==> src/inc/osc_pkg.sv <==
// Oscillator source configuration and control: shared constants and types.
// Assumes an APB slave with 32-bit data and one aligned word per register.
package osc_pkg;

    // Register byte offsets
    localparam logic [11:0] OSC_SEL_CFG_OFS = 12'h000;
    localparam logic [11:0] OSC_MODE_CFG_OFS = 12'h004;
    localparam logic [11:0] OSC_CTRL_OFS = 12'h008;
    localparam logic [11:0] OSC_TUNE_OFS = 12'h00c;
    localparam logic [11:0] OSC_UNLOCK_OFS = 12'h010;
    localparam logic [11:0] OSC_STATUS_OFS = 12'h014;

    // Unlock keys, written in order to the unlock register
    localparam logic [15:0] OSC_KEY1 = 16'h0046;
    localparam logic [15:0] OSC_KEY2 = 16'h0057;

    // Configuration word field positions
    localparam int OSC_TWO_SPEED_STARTUP_OPT_BIT = 7;
    localparam int OSC_INITIAL_SOURCE_SEL_LSB = 0;
    localparam int OSC_SWITCH_MONITOR_MODE_LSB = 6;
    localparam int OSC_IOL1_BIT = 5;
    localparam int OSC_FUNC_BIT = 2;
    localparam int OSC_POSC_LSB = 0;
    localparam logic [15:0] OSC_SEL_UNUSED = 16'hff78;
    localparam logic [15:0] OSC_MODE_UNUSED = 16'hff18;

    // Control register field positions
    localparam int OSC_CURRENT_SOURCE_SEL_LSB = 12;
    localparam int OSC_NEW_SOURCE_SEL_LSB = 8;
    localparam int OSC_CLOCK_SOURCE_LOCK_BIT = 7;
    localparam int OSC_PINSEL_LOCK_BIT = 6;
    localparam int OSC_LOCK_BIT = 5;
    localparam int OSC_CF_BIT = 3;
    localparam int OSC_SOSCEN_BIT = 1;
    localparam int OSC_SWITCH_REQUEST_BIT = 0;

    // Tuning: 6-bit signed, 0.375 percent per step, range -12..+11.625
    localparam int OSC_TUNE_W = 6;
    localparam logic [5:0] OSC_TUNE_RST = 6'h00;

    // Timing counts
    localparam int OSC_CLK_MHZ = 200;
    localparam int OSC_SETTLE_NS = 100;
    localparam int OSC_SETTLE_CYC = (OSC_SETTLE_NS * OSC_CLK_MHZ + 999) / 1000;

    // Clock source encodings
    typedef enum logic [2:0] {
        SRC_FRC = 3'h0,
        SRC_FRC_PLL = 3'h1,
        SRC_PRI = 3'h2,
        SRC_PRI_PLL = 3'h3,
        SRC_SEC = 3'h4,
        SRC_LOW_POWER_RC_OSC = 3'h5,
        SRC_FRC_DIV16 = 3'h6,
        SRC_FRC_DIVN = 3'h7
    } osc_src_t;

    // Primary oscillator mode encodings
    typedef enum logic [1:0] {
        POSC_EXT = 2'h0,
        POSC_XTAL = 2'h1,
        POSC_HS = 2'h2,
        POSC_OFF = 2'h3
    } osc_posc_t;

    // Nonvolatile configuration straps
    typedef struct packed {
        logic two_speed_startup_opt;
        osc_src_t initial_source_sel;
        logic [1:0] switch_monitor_mode;
        logic pinsel_single_reconfig;
        logic clkout_pin_function;
        osc_posc_t primary_osc_mode;
    } osc_cfg_t;

    // Status from the analog oscillator and monitor blocks
    typedef struct packed {
        logic pll_locked;
        logic pll_timer_done;
        logic pll_enabled;
        logic source_ready;
        logic fail_detect;
    } osc_stat_t;

    // Controls driven to the clock mux and pads
    typedef struct packed {
        osc_src_t active_src;
        logic monitor_en;
        logic secondary_osc_enable;
        logic [5:0] fast_rc_tuning;
        logic clkout_fcy;
        logic clkout_gpio;
        logic pinsel_lock;
        logic pinsel_wr_allow;
    } osc_ctl_t;

endpackage

==> src/osc_ctrl.sv <==
// Oscillator source configuration and run-time control with an APB slave.
// Assumes config straps are stable after power-on and status inputs are
// synchronous to pclk; presetn is the power-on reset only.
//
// Overview of operation
// [RL1] Two-speed startup: run fast RC, then switch
// [RL2] Startup bit clear: start on chosen source
// [RL3] Initial source field selects power-on source
// [RL4] Unused config bits program and read one
// [RL5] Switch mode field gates switching and monitor
// [RL6] Pin-select single or multiple reconfiguration
// [RL7] Clock-out pin: cycle clock or GPIO
// [RL8] Primary mode: off, HS, crystal, external
// [RL9] Control and tuning reset only by power-on
// [RL10] Tuning trims fast RC by twelve percent
// [RL11] Current source field is read-only
// [RL12] New source field holds switch target
// [RL13] Power-on loads current and new source
// [RL14] Clock lock bit freezes source; honoured only when switch mode field is 01
// [RL15] Pin-select lock blocks pin-select writes
// [RL16] PLL lock bit reports lock or timer
// [RL17] Control writes need an unlock sequence
// [RL18] No direct PLL-to-PLL switch by software; not enforced, any new source is taken
// [RL19] Clock fail flag sticky until cleared
// [RL20] Switch request clears when switch completes
// [RL21] Disabled or locked switching ignores requests
////////////////////////////////////////////////////////////////////////////////
//
// The placing of the registers and register access over APB are this design's own decisions.
`timescale 1ns/1ps

module osc_ctrl
(
    input wire logic pclk,
    input wire logic presetn,
    input wire logic psel,
    input wire logic penable,
    input wire logic pwrite,
    input wire logic [11:0] paddr,
    input wire logic [31:0] pwdata,
    output logic [31:0] prdata,
    output logic pready,
    output logic pslverr,
    input wire osc_pkg::osc_cfg_t cfg,
    input wire osc_pkg::osc_stat_t stat,
    output osc_pkg::osc_ctl_t ctl
);
    import osc_pkg::*;

    typedef enum logic [1:0] {
        ST_POR,
        ST_RUN,
        ST_WAIT
    } osc_state_t;

    typedef enum logic [1:0] {
        UL_IDLE,
        UL_KEY1,
        UL_OPEN
    } osc_unlock_t;

    typedef struct packed {
        osc_state_t st;
        osc_unlock_t ul;
        osc_src_t cur;
        osc_src_t target;
        osc_src_t new_source_sel;
        logic clk_lock;
        logic pin_lock;
        logic pin_locked_once;
        logic fail;
        logic sosc_en;
        logic req;
        logic rd_ph;
        logic [5:0] tune;
        logic [7:0] settle;
        logic [31:0] rdata;
    } osc_state_s_t;

    osc_state_s_t s_q;
    osc_state_s_t s_d;

    // Switching allowed by mode field and lock bit
    function automatic logic switch_ok(input logic [1:0] mode, input logic lk);
        switch_ok = !mode[1] && !(mode == 2'b01 && lk);
    endfunction

    logic acc;
    logic wr;
    logic [15:0] ctrl_rd;
    logic [15:0] sel_rd;
    logic [15:0] mode_rd;
    logic pll_ok;

    ////////////////////////////////////////////////////////////////////////////
    // Readback words
    assign pll_ok = stat.pll_enabled && (stat.pll_locked || stat.pll_timer_done); // [RL16]
    assign sel_rd = OSC_SEL_UNUSED
        | (16'(cfg.two_speed_startup_opt) << OSC_TWO_SPEED_STARTUP_OPT_BIT)
        | (16'(cfg.initial_source_sel) << OSC_INITIAL_SOURCE_SEL_LSB); // [RL4]
    assign mode_rd = OSC_MODE_UNUSED
        | (16'(cfg.switch_monitor_mode) << OSC_SWITCH_MONITOR_MODE_LSB)
        | (16'(cfg.pinsel_single_reconfig) << OSC_IOL1_BIT)
        | (16'(cfg.clkout_pin_function) << OSC_FUNC_BIT)
        | (16'(cfg.primary_osc_mode) << OSC_POSC_LSB); // [RL4]
    assign ctrl_rd = (16'(s_q.cur) << OSC_CURRENT_SOURCE_SEL_LSB)
        | (16'(s_q.new_source_sel) << OSC_NEW_SOURCE_SEL_LSB)
        | (16'(s_q.clk_lock) << OSC_CLOCK_SOURCE_LOCK_BIT)
        | (16'(s_q.pin_lock) << OSC_PINSEL_LOCK_BIT)
        | (16'(pll_ok) << OSC_LOCK_BIT)
        | (16'(s_q.fail) << OSC_CF_BIT)
        | (16'(s_q.sosc_en) << OSC_SOSCEN_BIT)
        | (16'(s_q.req) << OSC_SWITCH_REQUEST_BIT); // [RL11]

    // APB handshake: writes finish at once, reads add one wait state so that
    // the registered read data already stands when pready is sampled high
    assign acc = psel && penable;
    assign wr = acc && pwrite;
    assign pready = !(acc && !pwrite) || s_q.rd_ph;
    assign prdata = s_q.rdata;

    ////////////////////////////////////////////////////////////////////////////
    // Next-state logic
    always_comb
    begin
        s_d = s_q;
        pslverr = 1'b0;
        // Power-on: load sources from straps
        if (s_q.st == ST_POR)
        begin
            s_d.new_source_sel = cfg.initial_source_sel; // [RL13]
            s_d.target = cfg.initial_source_sel;
            if (cfg.two_speed_startup_opt)
            begin
                s_d.cur = SRC_FRC; // [RL1]
                s_d.st = ST_WAIT;
                s_d.settle = 8'(OSC_SETTLE_CYC);
            end
            else
            begin
                s_d.cur = cfg.initial_source_sel; // [RL2] [RL3] [RL13]
                s_d.st = ST_RUN;
            end
        end
        // Switch in progress: wait for the new source, then settle
        else if (s_q.st == ST_WAIT)
        begin
            if (!stat.source_ready)
                s_d.settle = 8'(OSC_SETTLE_CYC);
            else if (s_q.settle != 8'h00)
                s_d.settle = s_q.settle - 8'h01;
            else
            begin
                s_d.cur = s_q.target; // [RL1]
                s_d.req = 1'b0; // [RL20]
                s_d.st = ST_RUN;
            end
        end
        else if (s_q.req)
        begin
            if (switch_ok(cfg.switch_monitor_mode, s_q.clk_lock))
            begin
                s_d.target = s_q.new_source_sel; // [RL12]
                s_d.st = ST_WAIT;
                s_d.settle = 8'(OSC_SETTLE_CYC);
            end
            else
                s_d.req = 1'b0; // [RL21]
        end

        // Register reads: first access cycle loads the data, second presents it
        s_d.rd_ph = acc && !pwrite && !s_q.rd_ph;
        if (acc && !pwrite)
        begin
            if (paddr == OSC_SEL_CFG_OFS)
                s_d.rdata = 32'(sel_rd);
            else if (paddr == OSC_MODE_CFG_OFS)
                s_d.rdata = 32'(mode_rd);
            else if (paddr == OSC_CTRL_OFS)
                s_d.rdata = 32'(ctrl_rd);
            else if (paddr == OSC_TUNE_OFS)
                s_d.rdata = 32'(s_q.tune);
            else if (paddr == OSC_STATUS_OFS)
                s_d.rdata = 32'({s_q.ul == UL_OPEN, s_q.st == ST_WAIT});
            else
            begin
                s_d.rdata = 32'h0;
                pslverr = 1'b1;
            end
        end

        // Unlock sequence: two keys, then one control write
        if (wr && paddr == OSC_UNLOCK_OFS)
        begin
            if (pwdata[15:0] == OSC_KEY1)
                s_d.ul = UL_KEY1;
            else if (pwdata[15:0] == OSC_KEY2 && s_q.ul == UL_KEY1)
                s_d.ul = UL_OPEN;
            else
                s_d.ul = UL_IDLE;
        end
        else if (wr && paddr == OSC_CTRL_OFS)
        begin
            s_d.ul = UL_IDLE;
            if (s_q.ul == UL_OPEN) // [RL17]
            begin
                if (s_q.st != ST_WAIT)
                    s_d.new_source_sel = osc_src_t'(pwdata[OSC_NEW_SOURCE_SEL_LSB +: 3]); // [RL12]
                if (!s_q.clk_lock || cfg.switch_monitor_mode != 2'b01)
                    s_d.clk_lock = pwdata[OSC_CLOCK_SOURCE_LOCK_BIT]; // [RL14]
                // Single-reconfig policy: once locked, stays locked
                if (!(cfg.pinsel_single_reconfig && s_q.pin_locked_once))
                    s_d.pin_lock = pwdata[OSC_PINSEL_LOCK_BIT]; // [RL6]
                if (pwdata[OSC_PINSEL_LOCK_BIT])
                    s_d.pin_locked_once = 1'b1;
                s_d.sosc_en = pwdata[OSC_SOSCEN_BIT];
                if (pwdata[OSC_SWITCH_REQUEST_BIT])
                    s_d.req = 1'b1; // [RL20]
                if (!pwdata[OSC_CF_BIT])
                    s_d.fail = 1'b0; // [RL19]
            end
        end
        else if (wr && paddr == OSC_TUNE_OFS)
            s_d.tune = pwdata[OSC_TUNE_W-1:0]; // [RL10]
        else if (wr && paddr != OSC_SEL_CFG_OFS && paddr != OSC_MODE_CFG_OFS
                 && paddr != OSC_STATUS_OFS)
            pslverr = 1'b1;

        // Failure detection wins over a clear in the same cycle
        if (stat.fail_detect && cfg.switch_monitor_mode == 2'b00)
            s_d.fail = 1'b1; // [RL19] [RL5]
    end

    ////////////////////////////////////////////////////////////////////////////
    // State register: cleared only by power-on reset
    always_ff @(posedge pclk or negedge presetn)
    begin
        if (!presetn)
        begin
            s_q <= '0; // [RL9]
            s_q.st <= ST_POR;
            s_q.ul <= UL_IDLE;
            s_q.tune <= OSC_TUNE_RST;
        end
        else
            s_q <= s_d;
    end

    ////////////////////////////////////////////////////////////////////////////
    // Outputs to clock mux, pads and pin-select logic
    always_comb
    begin
        ctl.active_src = s_q.cur;
        ctl.monitor_en = (cfg.switch_monitor_mode == 2'b00); // [RL5]
        ctl.secondary_osc_enable = s_q.sosc_en;
        ctl.fast_rc_tuning = s_q.tune; // [RL10]
        // Pin is free unless primary runs a crystal mode
        ctl.clkout_fcy = 1'b0;
        ctl.clkout_gpio = 1'b0;
        if (cfg.primary_osc_mode != POSC_XTAL && cfg.primary_osc_mode != POSC_HS) // [RL8]
        begin
            ctl.clkout_fcy = cfg.clkout_pin_function; // [RL7]
            ctl.clkout_gpio = !cfg.clkout_pin_function; // [RL7]
        end
        ctl.pinsel_lock = s_q.pin_lock;
        ctl.pinsel_wr_allow = !s_q.pin_lock; // [RL15]
    end

endmodule

==> config.mk <==
export PLATFORM = sky130hd
export DESIGN_NAME = osc_ctrl
export DESIGN_NICKNAME = d
export VERILOG_FILES = /design/src/inc/osc_pkg.sv /design/src/osc_ctrl.sv
export SDC_FILE = /design/constraint.sdc
export NUM_CORES = 1
export LEC_CHECK = 0
export ABC_CLOCK_PERIOD_IN_PS = 3300
export BUFFER_PORTS_ARGS = -buffer_cell sky130_fd_sc_hd__clkbuf_2
export CORE_MARGIN = 2
export CORE_UTILIZATION = 54
export DETAILED_ROUTE_END_ITERATION = 7
export PLACE_DENSITY = 0.86
export SYNTH_ARGS = -nofsm -noshare
export SYNTH_HDL_FRONTEND = slang
export SYNTH_SLANG_ARGS = --single-unit
==> constraint.sdc <==
create_clock -name pclk -period 3.3 [get_ports pclk]
set_input_delay 0.165 -clock pclk [delete_from_list [all_inputs] [get_ports pclk]]
set_output_delay 0.165 -clock pclk [all_outputs]
set_load 0.02 [all_outputs]
==> out/metrics.csv <==
stage,metric,value,unit
layout,n_antenna_cell,0,
setup_path,crit_family,simple AND/OR/NAND/NOR gates,
yosys,syn_area,3050,um2
clock_network,cts_sinks,49,
setup_path,worst-path-buf-inv,1,
layout,final_area,3330,um2
clock_network,cts_buffers,5,
layout,layout_common_cells,"80 x clkbuf_2, 49 x dfrtp_1, 24 x nand2_1",
setup_path,cp-startpoint,s_q[32],
setup_path,endpoint_kind,register,
layout,fin_nets,432,
yosys,synth_edf_count,0,
yosys,async_flop_share,100,%
global_routing,grt_busiest_layer,met2,
setup_path,critPathMaxStageDelay,0.50,ns
global_routing,grt_max_degree,27,
layout,ff_latch_area,1230,um2
global_routing,met1_usage,29.9,%
placement,place.port_buffers,80,
layout,layout.cells.non_filler,438,
yosys,synth.distinct_cells,52,
setup_path,crit_slowest_cell,nor4b_1,
route,drc_errors,0,
die,ioPinCount,113,
placement,place_ws,0.986,ns
placement,postPlaceCellArea,3210,um2
layout,multiInputGateArea,1430,um2
pwr,ir_drop,0.162,mV
route,ant_nets,0,
setup_path,cp_max_fo,6,
timing,slew_viol_final,0,
timing,fin_setup_tns,0,ns
yosys,synth-xor-area-share,0.287,%
clock_network,clockBufferDepth,2,
yosys,syn_area_per_cell,9.53,um2
timing,fmax,457,MHz
clock_network,path_clk_slew,0.10,ns
pwr,leakagePower,0.00166,uW
placement,dp_hpwl,5280,um
route,drt-pass1-iter-count,4,
worst_hold_path,hold_start,pwdata[4],
setup_path,crit_required,3.50,ns
yosys,synthMuxAreaShare,8.04,%
timing,worst_slack,1.11,ns
timing,slew_headroom,45.2,%
clock_network,insertion_delay,0.31,ns
worst_hold_path,hold_class,primary input to register,
route,vias,2523,
clock_network,h-tree-depth,2,
layout,final_common_cell,clkbuf_2,
die,die_h,79.2,um
setup_path,critPathLaunchType,register,
clock_network,cts_root_buf,clkbuf_8,
route,drtIter0Drc,205,
die,fp.dieW,79.2,um
route,wl,6860,um
global_routing,met3_usage,4.09,%
timing,tightest_slew,0.814,ns
die,rows,27,
placement,gp_congestion,0.858,
timing,setup_viol,0,
yosys,yosys.area_share.simple,19.1,%
timing,post-route-period-util,66.3,%
job,max_cap_violations,0,
global_routing,grt_pass1_wl,10900,um
pwr,power_density,355,nW/um2
global_routing,grt_pass1_vias,2282,
timing,final.setup_skew,0.0127,ns
timing,final.min_clock_period,2.19,ns
layout,area_delta_synth_final,9.11,%
die,core,5470,um2
setup_path,critPathKind,register to register,
yosys,synth_seq_cells,49,
global_routing,met2_usage,36.1,%
yosys,yosys_warnings,0,
setup_path,worstReg2RegStart,s_q[32],
yosys,synth_compound_area_share,16.7,%
global_routing,grt_overflow,0,
global_routing,grt_usage,22.1,%
die,start_util,55.7,%
yosys,yosys.area_share.adder,0.820,%
timing,rsz0062_at_grt,no,
route,avgRoutedWirePerCell,15.7,um
clock_network,cts_setup_buffers,0,
clock_network,cts_tree,yes,
route,viasPerCell,5.76,
timing,hold_viol,0,
run_status,outcome,"finished, final reports clean",
yosys,synth-seq-area-share,40.2,%
yosys,synth_top_family_by_area,simple AND/OR/NAND/NOR gates,
global_routing,antenna_found_initial,0,
die,dieArea,6270,um2
placement,dp.cells,430,
setup_path,path_cells,inv_1 -> ha_1 -> nor4b_1 -> nand3_1 -> a221o_1 -> mux2_2,
layout,nFillCells,476,
layout,drive_above_1_share,28.4,%
yosys,ys.flop_type,dfrtp_1,
setup_path,critPathArrivalTime,2.39,ns
yosys,netlist_instances,320,
==> timing repair <==
| action | 4_1_cts | 5_1_grt |
|---|---|---|
| endpoints found under the setup margin | 0 | 0 |
| hold endpoints to repair | 24 | 0 |
| hold buffers | 1 | 0 |
| gates resized for setup | 0 | 0 |
==> Yosys cell counts (3+ instances only) <==
cell	count	area [um2]
a211oi_1	3	22.5
o2111ai_1	3	26.3
mux2_4	6	90.1
clkbuf_1	13	48.8
mux2i_1	11	110
nor3_1	4	20.0
a21oi_1	7	35.0
or4_1	3	22.5
o31ai_1	4	30.0
nor2_1	15	56.3
nor3b_1	3	22.5
o211ai_1	5	37.5
nor4_1	4	25.0
nand3b_1	6	45.0
nand2_1	24	90.1
nand2b_1	4	25.0
or3_1	3	18.8
buf_4	44	330
dfrtp_1	49	1230
o21ai_0	20	100
a21o_1	3	22.5
and3_1	5	31.3
nor4_4	3	63.8
nor2b_1	4	25.0
inv_1	13	48.8
a31oi_1	14	87.6
nand3_1	9	45.0
==> routing by layer <==
layer,up-vias,wire [um]
met1,1210,3040
met3,7,421
met5,-,0
li1,1202,-
met2,104,3310
met4,0,82
==> kinds of logic after synthesis <==
family | Yosys count
AOI/OAI and AO/OA | 75
xor gates and xnor gates | 1
adders and majority gates | 2
buffers and inverters | 72
DFF | 49
muxes | 21
other | 1
and+or+nand+nor | 99
==> final timing paths <==
check	endpoint	depth (start not counted)	slack (ns)
setup / recovery	s_q[33]	6	1.11
hold / removal	s_q[62]	2	0.09
setup reg to reg	s_q[33]	6	1.11
hold reg to reg	s_q[50]	1	0.49
max in group asynchronous	s_q[50]	3	2.14
min in group asynchronous	prdata[13]	2	0.39
==> area by class of cell <==
| cell class | instances | share of cell area, % |
|---|---|---|
| clock inverter | 2 | 1.17 |
| multi-input combinational | 214 | 43.0 |
| clock buffer | 5 | 2.07 |
| tap | 72 | 2.71 |
| sequential | 49 | 36.8 |
| inverter | 13 | 1.47 |
| timing repair buffer | 83 | 12.8 |
==> through the flow <==
stage / hold WS [ns] / total power (uW) / utilization (%)
2_1_floorplan: -0.131 / 716 / -
3_3_place_gp: 0.200 / 758 / 58.7
3_5_place_dp: 0.207 / 761 / 58.7
4_1_cts: 0.0708 / 1190 / 60.8
5_1_grt: 0.0764 / 1230 / 60.8
6_report: 0.0852 / 1180 / 60.8
==> power by group <==
group	internal, uW	switching [uW]
Combinational	44.9	95.4
Clock	225	207
Sequential	606	3.39
Total	876	306
==> flip-flops by register name, indices dropped and copies added, names as in the netlist <==
name and cells:
prdata 15, ctl 11, s_q 23
(Power assumes the default switching activity.)
